[config.mk]
export PLATFORM = sky130hd
export DESIGN_NAME = psd_panel
export DESIGN_NICKNAME = d
export VERILOG_FILES = /design/src/rtl/psd_pkg.sv /design/src/rtl/psd_panel.sv
export SDC_FILE = /design/constraint.sdc
export NUM_CORES = 1
export LEC_CHECK = 0
export BUFFER_PORTS_ARGS = -buffer_cell sky130_fd_sc_hd__buf_2
export CORE_ASPECT_RATIO = 1.75
export CORE_MARGIN = 2
export CORE_UTILIZATION = 25
export DETAILED_ROUTE_END_ITERATION = 8
export MAX_ROUTING_LAYER = met4
export SLEW_MARGIN = 20
export SYNTH_ARGS = -nofsm -noshare
export SYNTH_HDL_FRONTEND = slang
export SYNTH_SLANG_ARGS = --single-unit
[constraint.sdc]
create_clock -name mclk_i -period 5.9 [get_ports mclk_i]
set_input_delay 0.59 -clock mclk_i [delete_from_list [all_inputs] [get_ports mclk_i]]
set_output_delay 0.59 -clock mclk_i [all_outputs]
set_load 0.03 [all_outputs]
[src/rtl/psd_pkg.sv]
package psd_pkg;
    // basic modes, stepped in this order by the mode key
    typedef enum logic [1:0] {
        PSD_MODE_STATUS,
        PSD_MODE_PARAM,
        PSD_MODE_MONITOR,
        PSD_MODE_UTILITY
    } psd_mode_e;

    // status code shown beside the bit display
    typedef enum logic [2:0] {
        PSD_CODE_BASEBLOCK,
        PSD_CODE_RUN,
        PSD_CODE_FWD_PROHIBIT,
        PSD_CODE_REV_PROHIBIT,
        PSD_CODE_ALARM
    } psd_code_e;

    typedef struct packed {
        logic inc;
        logic down_key;
        logic mode;
        logic enter;
    } psd_keys_s;

    typedef struct packed {
        logic signed [15:0] motor_speed;
        logic signed [15:0] ref_speed;
        logic signed [15:0] torque_ref;
        logic signed [15:0] pos_error;
    } psd_meas_s;

    typedef struct packed {
        logic base_block;
        logic ctrl_power;
        logic main_power_ok;
        logic ref_pulse_active;
        logic err_clear_in;
        logic forward_overtravel_in;
        logic reverse_overtravel_in;
    } psd_drive_s;

    // editable parameter slots
    localparam int PSD_NUM_PARAMS = 3;
    localparam logic [1:0] PSD_IDX_SPEED_COINCIDE = 2'h0;
    localparam logic [1:0] PSD_IDX_POSITION_DONE = 2'h1;
    localparam logic [1:0] PSD_IDX_ROTATION_DETECT = 2'h2;

    // reset values, in rpm, pulses and percent of rated torque
    localparam logic [15:0] PSD_RST_SPEED_COINCIDE = 16'h000a;
    localparam logic [15:0] PSD_RST_POSITION_DONE = 16'h000a;
    localparam logic [15:0] PSD_RST_ROTATION_DETECT = 16'h0014;
    localparam logic [15:0] PSD_TORQUE_REF_LIMIT = 16'h000a;
    localparam logic [15:0] PSD_PARAM_MAX = 16'hffff;
    localparam logic [15:0] PSD_PARAM_MIN = 16'h0000;

    // status bit positions
    localparam int PSD_BIT_COINCIDE = 0;
    localparam int PSD_BIT_BASEBLOCK = 1;
    localparam int PSD_BIT_CTRL_POWER = 2;
    localparam int PSD_BIT_REF_IN = 3;
    localparam int PSD_BIT_TORQUE_CLR = 4;
    localparam int PSD_BIT_POWER_READY = 5;
    localparam int PSD_BIT_ROTATION = 6;
endpackage

[src/rtl/psd_panel.sv]
`timescale 1ns/1ps
module psd_panel #(
    parameter int ALARM_W = 8
) (
    // clock and reset
    input wire logic mclk_i,
    input wire logic rst_i,
    // operator keys, high while held
    input wire psd_pkg::psd_keys_s keys_i,
    // drive status
    input wire psd_pkg::psd_meas_s meas_i,
    input wire psd_pkg::psd_drive_s drive_i,
    input wire logic position_mode_i,
    input wire logic torque_mode_i,
    // alarms
    input wire logic alarm_raise_i,
    input wire logic [ALARM_W-1:0] alarm_num_i,
    input wire logic alarm_clear_in_i,
    // display
    output psd_pkg::psd_mode_e mode_o,
    output logic editing_o,
    output logic [1:0] param_sel_o,
    output logic [15:0] edit_value_o,
    output logic [6:0] status_bits_o,
    output psd_pkg::psd_code_e status_code_o,
    output logic [ALARM_W-1:0] alarm_code_o,
    output logic alarm_active_o,
    output logic rotation_detected_o
);
    if (ALARM_W < 1 || ALARM_W > 16) begin : g_alarm_w_check
        $error("psd_panel: ALARM_W out of range");
    end

    function automatic logic [16:0] psd_abs17(input logic signed [16:0] v);
        psd_abs17 = v[16] ? 17'(-v) : 17'(v);
    endfunction

    psd_pkg::psd_keys_s keys_prev_reg;
    psd_pkg::psd_keys_s press;
    psd_pkg::psd_mode_e mode_reg;
    logic editing_reg;
    logic [1:0] sel_reg;
    logic [15:0] edit_reg;
    logic [15:0] param_reg [psd_pkg::PSD_NUM_PARAMS];
    logic alarm_reg;
    logic [ALARM_W-1:0] alarm_num_reg;
    logic alarm_clear;
    logic [6:0] bits_next;
    logic [6:0] bits_reg;
    psd_pkg::psd_code_e code_next;
    psd_pkg::psd_code_e code_reg;
    logic [16:0] speed_diff;
    logic [16:0] motor_abs;
    logic [16:0] ref_abs;
    logic [16:0] torque_abs;
    logic [16:0] pos_abs;

    // key presses are rising edges; holding a key does not repeat
    assign press = keys_i & ~keys_prev_reg;

    always_ff @(posedge mclk_i or posedge rst_i) begin
        if (rst_i) begin
            keys_prev_reg <= '0;
        end else begin
            keys_prev_reg <= keys_i;
        end
    end

    // basic mode selection; mode key inside editing only leaves editing
    always_ff @(posedge mclk_i or posedge rst_i) begin
        if (rst_i) begin
            mode_reg <= psd_pkg::PSD_MODE_STATUS;
        end else if (press.mode && !editing_reg) begin
            case (mode_reg)
                psd_pkg::PSD_MODE_STATUS: mode_reg <= psd_pkg::PSD_MODE_PARAM;
                psd_pkg::PSD_MODE_PARAM: mode_reg <= psd_pkg::PSD_MODE_MONITOR;
                psd_pkg::PSD_MODE_MONITOR: mode_reg <= psd_pkg::PSD_MODE_UTILITY;
                psd_pkg::PSD_MODE_UTILITY: mode_reg <= psd_pkg::PSD_MODE_STATUS;
                default: mode_reg <= psd_pkg::PSD_MODE_STATUS;
            endcase
        end
    end

    // parameter selection and editing
    always_ff @(posedge mclk_i or posedge rst_i) begin
        if (rst_i) begin
            editing_reg <= 1'b0;
            sel_reg <= psd_pkg::PSD_IDX_SPEED_COINCIDE;
            edit_reg <= '0;
        end else if (mode_reg == psd_pkg::PSD_MODE_PARAM) begin
            if (editing_reg) begin
                if (press.mode || press.enter) begin
                    editing_reg <= 1'b0;
                end else if (press.inc && edit_reg != psd_pkg::PSD_PARAM_MAX) begin
                    edit_reg <= edit_reg + 16'h0001;
                end else if (press.down_key && edit_reg != psd_pkg::PSD_PARAM_MIN) begin
                    edit_reg <= edit_reg - 16'h0001;
                end
            end else if (press.enter) begin
                editing_reg <= 1'b1;
                edit_reg <= param_reg[sel_reg];
            end else if (press.inc) begin
                sel_reg <= (sel_reg == psd_pkg::PSD_IDX_ROTATION_DETECT) ?
                           psd_pkg::PSD_IDX_SPEED_COINCIDE : sel_reg + 2'h1;
            end else if (press.down_key) begin
                sel_reg <= (sel_reg == psd_pkg::PSD_IDX_SPEED_COINCIDE) ?
                           psd_pkg::PSD_IDX_ROTATION_DETECT : sel_reg - 2'h1;
            end
        end
    end

    // store on mode key; enter leaves editing and keeps the edit as well
    always_ff @(posedge mclk_i or posedge rst_i) begin
        if (rst_i) begin
            param_reg[psd_pkg::PSD_IDX_SPEED_COINCIDE] <= psd_pkg::PSD_RST_SPEED_COINCIDE;
            param_reg[psd_pkg::PSD_IDX_POSITION_DONE] <= psd_pkg::PSD_RST_POSITION_DONE;
            param_reg[psd_pkg::PSD_IDX_ROTATION_DETECT] <= psd_pkg::PSD_RST_ROTATION_DETECT;
        end else if (mode_reg == psd_pkg::PSD_MODE_PARAM && editing_reg &&
                     (press.mode || press.enter)) begin
            param_reg[sel_reg] <= edit_reg;
        end
    end

    // alarm latch; a new alarm in the clearing cycle survives the clear
    assign alarm_clear = alarm_clear_in_i ||
                         (press.enter && mode_reg == psd_pkg::PSD_MODE_STATUS);

    always_ff @(posedge mclk_i or posedge rst_i) begin
        if (rst_i) begin
            alarm_reg <= 1'b0;
            alarm_num_reg <= '0;
        end else if (alarm_raise_i) begin
            alarm_reg <= 1'b1;
            alarm_num_reg <= alarm_num_i;
        end else if (alarm_clear) begin
            alarm_reg <= 1'b0;
        end
    end

    // comparisons widened to 17 bits so full-scale speeds cannot wrap
    assign speed_diff = psd_abs17(17'({meas_i.motor_speed[15], meas_i.motor_speed}) -
                                  17'({meas_i.ref_speed[15], meas_i.ref_speed}));
    assign motor_abs = psd_abs17({meas_i.motor_speed[15], meas_i.motor_speed});
    assign ref_abs = psd_abs17({meas_i.ref_speed[15], meas_i.ref_speed});
    assign torque_abs = psd_abs17({meas_i.torque_ref[15], meas_i.torque_ref});
    assign pos_abs = psd_abs17({meas_i.pos_error[15], meas_i.pos_error});

    always_comb begin
        bits_next = '0;
        if (position_mode_i) begin
            bits_next[psd_pkg::PSD_BIT_COINCIDE] =
                pos_abs <= {1'b0, param_reg[psd_pkg::PSD_IDX_POSITION_DONE]};
            bits_next[psd_pkg::PSD_BIT_REF_IN] = drive_i.ref_pulse_active;
            bits_next[psd_pkg::PSD_BIT_TORQUE_CLR] = drive_i.err_clear_in;
        end else begin
            bits_next[psd_pkg::PSD_BIT_COINCIDE] = torque_mode_i ||
                speed_diff <= {1'b0, param_reg[psd_pkg::PSD_IDX_SPEED_COINCIDE]};
            // speed reference shares the rotation threshold
            bits_next[psd_pkg::PSD_BIT_REF_IN] =
                ref_abs > {1'b0, param_reg[psd_pkg::PSD_IDX_ROTATION_DETECT]};
            bits_next[psd_pkg::PSD_BIT_TORQUE_CLR] =
                torque_abs > {1'b0, psd_pkg::PSD_TORQUE_REF_LIMIT};
        end
        bits_next[psd_pkg::PSD_BIT_BASEBLOCK] = drive_i.base_block;
        bits_next[psd_pkg::PSD_BIT_CTRL_POWER] = drive_i.ctrl_power;
        bits_next[psd_pkg::PSD_BIT_POWER_READY] = drive_i.main_power_ok;
        bits_next[psd_pkg::PSD_BIT_ROTATION] =
            motor_abs > {1'b0, param_reg[psd_pkg::PSD_IDX_ROTATION_DETECT]};
    end

    always_comb begin
        if (alarm_reg) begin
            code_next = psd_pkg::PSD_CODE_ALARM;
        end else if (!drive_i.forward_overtravel_in) begin
            code_next = psd_pkg::PSD_CODE_FWD_PROHIBIT;
        end else if (!drive_i.reverse_overtravel_in) begin
            code_next = psd_pkg::PSD_CODE_REV_PROHIBIT;
        end else if (drive_i.base_block) begin
            code_next = psd_pkg::PSD_CODE_BASEBLOCK;
        end else begin
            code_next = psd_pkg::PSD_CODE_RUN;
        end
    end

    always_ff @(posedge mclk_i or posedge rst_i) begin
        if (rst_i) begin
            bits_reg <= '0;
            code_reg <= psd_pkg::PSD_CODE_BASEBLOCK;
        end else begin
            bits_reg <= bits_next;
            code_reg <= code_next;
        end
    end

    assign mode_o = mode_reg;
    assign editing_o = editing_reg;
    assign param_sel_o = sel_reg;
    assign edit_value_o = edit_reg;
    assign status_bits_o = bits_reg;
    assign status_code_o = code_reg;
    assign alarm_code_o = alarm_num_reg;
    assign alarm_active_o = alarm_reg;
    assign rotation_detected_o = bits_reg[psd_pkg::PSD_BIT_ROTATION];
endmodule // psd_panel

# After elaboration in Yosys (flattened, before gate mapping)
# Index checks and enable logic that the tools add are counted.
# W data, S select, Z words.
# word_totals
ramBits,0
latchBits,0
mem_count,0
register_bits,92
rom_bits,0
out_inout_bits,41
in_bits,89
# op_classes
bitwise,5
eq_ne,7
shifts,0
reduce_logical,19
n_lt_le_gt_ge,7
div,0
n_mul,0
n_mux,32
addsub,10
# ops
operator,n
$mux W16,8
$mux W17,5
$neg A16 Y17,4
$bwmux W48,1
$gt A17 B16 Y1,2
$le A17 B16 Y1,2
$bmux W16 S2,1
$demux W16 S2,1
$gt A17 B4 Y1 const B,1
$neg A17 Y17,1
$sub A16 B16 Y17,1
$add A16 B1 Y16 const B,1
$ne A16 B16 Y1 const B,1
$reduce_bool A16 Y1,1
$sub A16 B1 Y16 const B,1
$mux W2,7
$pmux W2 S4,1
$reduce_and A4 Y1,2
$logic_and A1 B1 Y1,7
$mux W1,7
$eq A2 B2 Y1 const B,3
$reduce_bool A2 Y1,3
$and A4 B4 Y4,1
$logic_not A2 Y1,2
13 further kinds,16

# Depth between registers and ports, before layout
# logic_depth
ltp_word,7
mapped_depth,22
depth_no_buf,21

# Worst setup path after synthesis
# OpenSTA, ideal clock, no wires.
# synth_path
kind,reg-to-reg
startpoint,"reg edit_reg[0], in the netlist edit_value_o[0]"
endpoint,"reg edit_reg[14], in the netlist edit_value_o[14]"
setup_ps,95
t_arrival_ps,5065
period_less_slack_ps,5160
setup_slack_ps,740
path_buffers,1
required_time_ps,5805
path_stages_with_launch,14
cell_sequence,dfrtp_1 buf_2 nand4_1 o41ai_1 ha_1 a21o_1 a21o_1 a2111oi_2 o31ai_1 or4_1 o311ai_0 o21ai_0 xnor2_1 o31ai_1
# synth_between
elab_chain_cells,5
word_cells_on_any_way,12
cone_classes,add/sub (2); eq/ne (2); mux (4); reduce/logical (4)
# synth_rtl
item,line,rtl
start: declaration,psd_panel.sv:43,logic [15:0] edit_reg;
start signal: assignment,psd_panel.sv:95,edit_reg <= edit_reg + 16'h0001;
start signal: assignment,psd_panel.sv:97,edit_reg <= edit_reg - 16'h0001;
start signal: assignment,psd_panel.sv:101,edit_reg <= param_reg[sel_reg];
$sub A16 B1 Y16 / $ne A16 B16 Y1 (equally long branches),"psd_panel.sv:97, psd_panel.sv:94",
$mux W16 / $logic_and A1 B1 Y1 (equally long branches),"psd_panel.sv:96, psd_panel.sv:94",
$mux W16,psd_panel.sv:94,end else if (press.inc && edit_reg != psd_pkg::PSD_PARAM_MAX) begin
$mux W16,psd_panel.sv:92,if (press.mode || press.enter) begin
$mux W16,psd_panel.sv:91,if (editing_reg) begin
# Several ways; a longest one is shown, not always the timed one. The select of a mux whose other input is x is not followed.
# A chain may end at the register's enable or synchronous reset.

# Worst setup path after layout
# layout_path
startpoint,in meas_i[48] (netlist name)
endpoint,"reg bits_reg[0], in the netlist status_bits_o[0]"
# layout_between
elab_chain_cells,6
# layout_rtl
item,line,rtl
start: declaration,psd_panel.sv:11,"input wire psd_pkg::psd_meas_s meas_i,"
$sub A16 B16 Y17 (*),psd_panel.sv:141,"assign speed_diff = psd_abs17(17'({meas_i.motor_speed[15], meas_i.motor_speed}) -"
$neg A17 Y17,psd_panel.sv:35,psd_abs17 = v[16] ? 17'(-v) : 17'(v);
$mux W17 (*),psd_panel.sv:35,
$le A17 B16 Y1 (not written as such) (*),psd_panel.sv:157,"speed_diff <= {1'b0, param_reg[psd_pkg::PSD_IDX_SPEED_COINCIDE]};"
$logic_or A1 B1 Y1 (*),psd_panel.sv:156,bits_next[psd_pkg::PSD_BIT_COINCIDE] = torque_mode_i ||
$mux W1 (*),psd_panel.sv:150,if (position_mode_i) begin
via bits_next[0],psd_panel.sv:48,logic [6:0] bits_next;
end signal: assignment,psd_panel.sv:190,bits_reg <= bits_next;
end: declaration,psd_panel.sv:49,logic [6:0] bits_reg;
# Mark *: on every way through the listed nets, which the timed path passes. The rest lies on a longest branch.

==> impl_results.md <==
- Status: completed
- First-pass GRT wire length: 41,830 µm
- Maxcap violations: 0
- CP startpoint: meas_i[48]
- CTS buffer count: 9
- Largest net degree at the start of global routing: 64
- Startpoint Class: input pin
- R2R Setup Slk: around 1.7 ns
- Routed vias/inst: 4.983
- Initial antenna violation count: 1
- Number of synthesized register bits: 92
- Worst-Skew Late Latency: about 0.37 ns
- Placement Rows: 89
- Leakage Power: approximately 0.0045 µW
- Pwr Total: between 3000 and 4000 µW
- Distinct cells, synth: between 50 and 60
- Required time of the critical path: ~6.1 ns
- Avg Inst Size Synth: 8.756 µm²
- Post-synth top area share: 0.2534
- H-tree depth: 3
- DR WL/cell: 17.16 µm
- Post-synthesis sequential area ratio: 0.2720
- Post-synth ARST share: 1.000
- Final ANT Viol Nets: 0
- Critical R2R Launch: edit_value_o[1]$_DFFE_PP0P_
- DIE AREA: ~0.036 mm²
- Synth area leader: dfrtp_1
- Clock slew at reported path FFs: 0.08 ns
- Max FFs per register: 48
- ANT cells: 0
- Max Clock Freq: between 200 and 250 MHz
- Post-CTS sizing: 0
- Max layer used: met4
- Slew Viols, Final: 0
- Top Ports: 130
- Ys Warns: 0
- Post-detail-place hpwl: 21,930 µm
- Hold_ws: approximately 0.22 ns
- R2R cell count: 13
- Fillers: 3,667
- Met3 wire length: roughly 900 µm
- Post-Syn Nets: 1,170
- Core ar.: 0.03363 mm²
- WS Path Type: input pin to flip-flop
- Pwr Density: 372.2 mW/mm²
- Post-Route WL: roughly 27,000 µm
- Dpl cells: about 1,500
- Max VDD drop: 0.2626 mV
- Layout overhead on the synthesized area: 17.68%
- Crit path DAT: 4.77 ns
- Vias in the first global route: about 8,000
- Worst-margin pin slew: about 0.83 ns
- Final hold vios: 0
- Detailed Route Iter0 Violations: 406
- Port bufs: 129
- Die Width: 143.3 µm
- Post-synth EDFFs: 0
- Setup repair bufs after CTS: 0
- Reg2reg end: edit_value_o[14]$_DFFE_PP0P_
- Met2 routed WL: ~14,000 µm
- Clk sinks: 92
- Die Span Y: roughly 250 µm
- GRT Util Overall: 0.1579
- Vias: just under 8,000
- Setup Skew: between 0.01 and 0.015 ns
- Worst hold path class: input pin to async pin
- Gpl congestion: about 0.92
- Hold Buf Count CTS: 0
- RSZ-0062 raised after global routing: false
- Setup TNS: 0 ns
- Area contributors post-synth: dfrtp_1 25%, ha_1 16%, mux2_2 7.4%, xnor2_1 6.4%, o21ai_0 3.8%
- Crit. End Element: flip-flop
- Crit-path max FO: 8
- GRT Residual Overflow: 0
- Initial Utilization: 0.2525
- Final Cycle Share: 0.7684
- Tmin final: between 4 and 5 ns
- Fin cells: between 1,500 and 2,000
- CTS Root Cell: clkbuf_16
- Top_reg_cell synth: dfrtp_1
- Met1 wire length: 9547 µm
- Critical Path Sink: status_bits_o[0]$_DFF_PP0_
- Cells after synthesis: 970
- Post-Syn Area: 0.008493 mm²
- Share of cells above drive strength 1: 0.2082
- TritonCTS clock tree: done
- Final #Nets: roughly 1,300
- Worst-case clock buffer depth: 2
- Final setup violation count: 0
- Drc violations: 0
- Rel. slew slack: 0.4499
- DRT Pass-1 Iters: 6
## power by group
part / internal [µW] / switching (µW)
Combinational: 836 / 1210
Sequential: 810 / 265
Clock: 302 / 300
Total: 1950 / 1770
## cells in the mapped netlist (all sizes together), types with 16 or more instances
master    n
mux2     56
nand4    19
clkbuf   20
a21o     28
ha      109
a21oi    60
o21ai    67
o31ai    16
nor2     56
xor2     16
nand2    69
inv      83
dfrtp    86
xnor2    62
nand3    21
## area by class of cell
class / instances / area, µm² / share of cell area
Clock inverter: 7 / 80.08 / 0.008012
Timing Repair Buffer: 137 / 705.7 / 0.07061
Tap cell: 455 / 569.3 / 0.05696
Clock buffer: 9 / 225.2 / 0.02253
Multi-Input combinational cell: 771 / 5787 / 0.5790
Inverter: 84 / 317.8 / 0.03180
Sequential cell: 92 / 2310 / 0.2311
## routing by layer
layer | global-route usage | vias up
li1 | - | 3779
met1 | 0.1503 | 3690
met2 | 0.2905 | 191
met3 | 0.02335 | 89
met4 | 0.1055 | 0
met5 | - | -
## critical path, stage by stage
cell and delay, ns:
buf_2 0.11, inv_1 0.09, ha_1 0.20, fa_1 0.22
nand2b_1 0.18, a21oi_1 0.08, a211o_1 0.30, a221oi_1 0.51
o21ai_0 0.29, o21ai_1 0.20, buf_4 0.18, o21ai_0 0.11
xnor2_1 0.16, ha_1 0.30, nand4_1 0.12, nor2_1 0.10
nor2_1 0.04, a21oi_1 0.17, a211oi_1 0.09, o41ai_1 0.29
nor3_1 0.08, o32ai_1 0.28, a31oi_1 0.07
## worst min-delay path by stage
stage | to | slack (ns) | depth (start not counted)
6_report | status_bits_o[4]$_DFF_PP0_ | 0.22 | 2
5_1_grt | status_bits_o[2]$_DFF_PP0_ | 0.26 | 2
4_1_cts | status_bits_o[2]$_DFF_PP0_ | 0.23 | 2
3_5_place_dp | status_code_o[2]$_DFF_PP0_ | 0.46 | 0
3_3_place_gp | status_code_o[2]$_DFF_PP0_ | 0.45 | 0
2_1_floorplan | param_reg[40]$_DFFE_PP0P_ | 0.48 | 1
## logic make-up (layout without fill, tap and decap cells)
logic type / after synthesis / after routing / synth area share
compound gates: 256 / 256 / 0.1930
simple gates: 255 / 255 / 0.1494
fa+ha+maj: 111 / 111 / 0.1653
buf+inv: 107 / 237 / 0.04803
flops: 92 / 92 / 0.2719
xor+xnor: 78 / 78 / 0.08044
mux: 71 / 71 / 0.09193
## cells in the final DEF (no fill, tap or decap), drive strengths merged, types with 8 or more instances in the layout
cell type    n
xor2        16
nor4        12
o21a        12
o22ai        8
buf        137
nand2       69
a21oi       60
nand3       21
mux2i       15
nand4       19
o21ai       67
nand2b      13
nor2b       14
ha         109
nor2        56
dfrtp       86
or3         10
xnor2       62
nor3        14
o41ai        9
clkbuf       9
a21o        28
a211oi      10
a31oi       11
inv         86
mux2        56
o31ai       16
## through the flow
stage	setup WS [ns]	utilization	instance area, µm²
3_5_place_dp	0.9734	0.2881	9689
2_1_floorplan	0.7400	-	8493
5_1_grt	0.8447	0.2972	9995
4_1_cts	1.340	0.2972	9995
3_3_place_gp	1.092	0.2881	9689
6_report	1.366	0.2972	9995
Power figures use the tool's default switching activity.
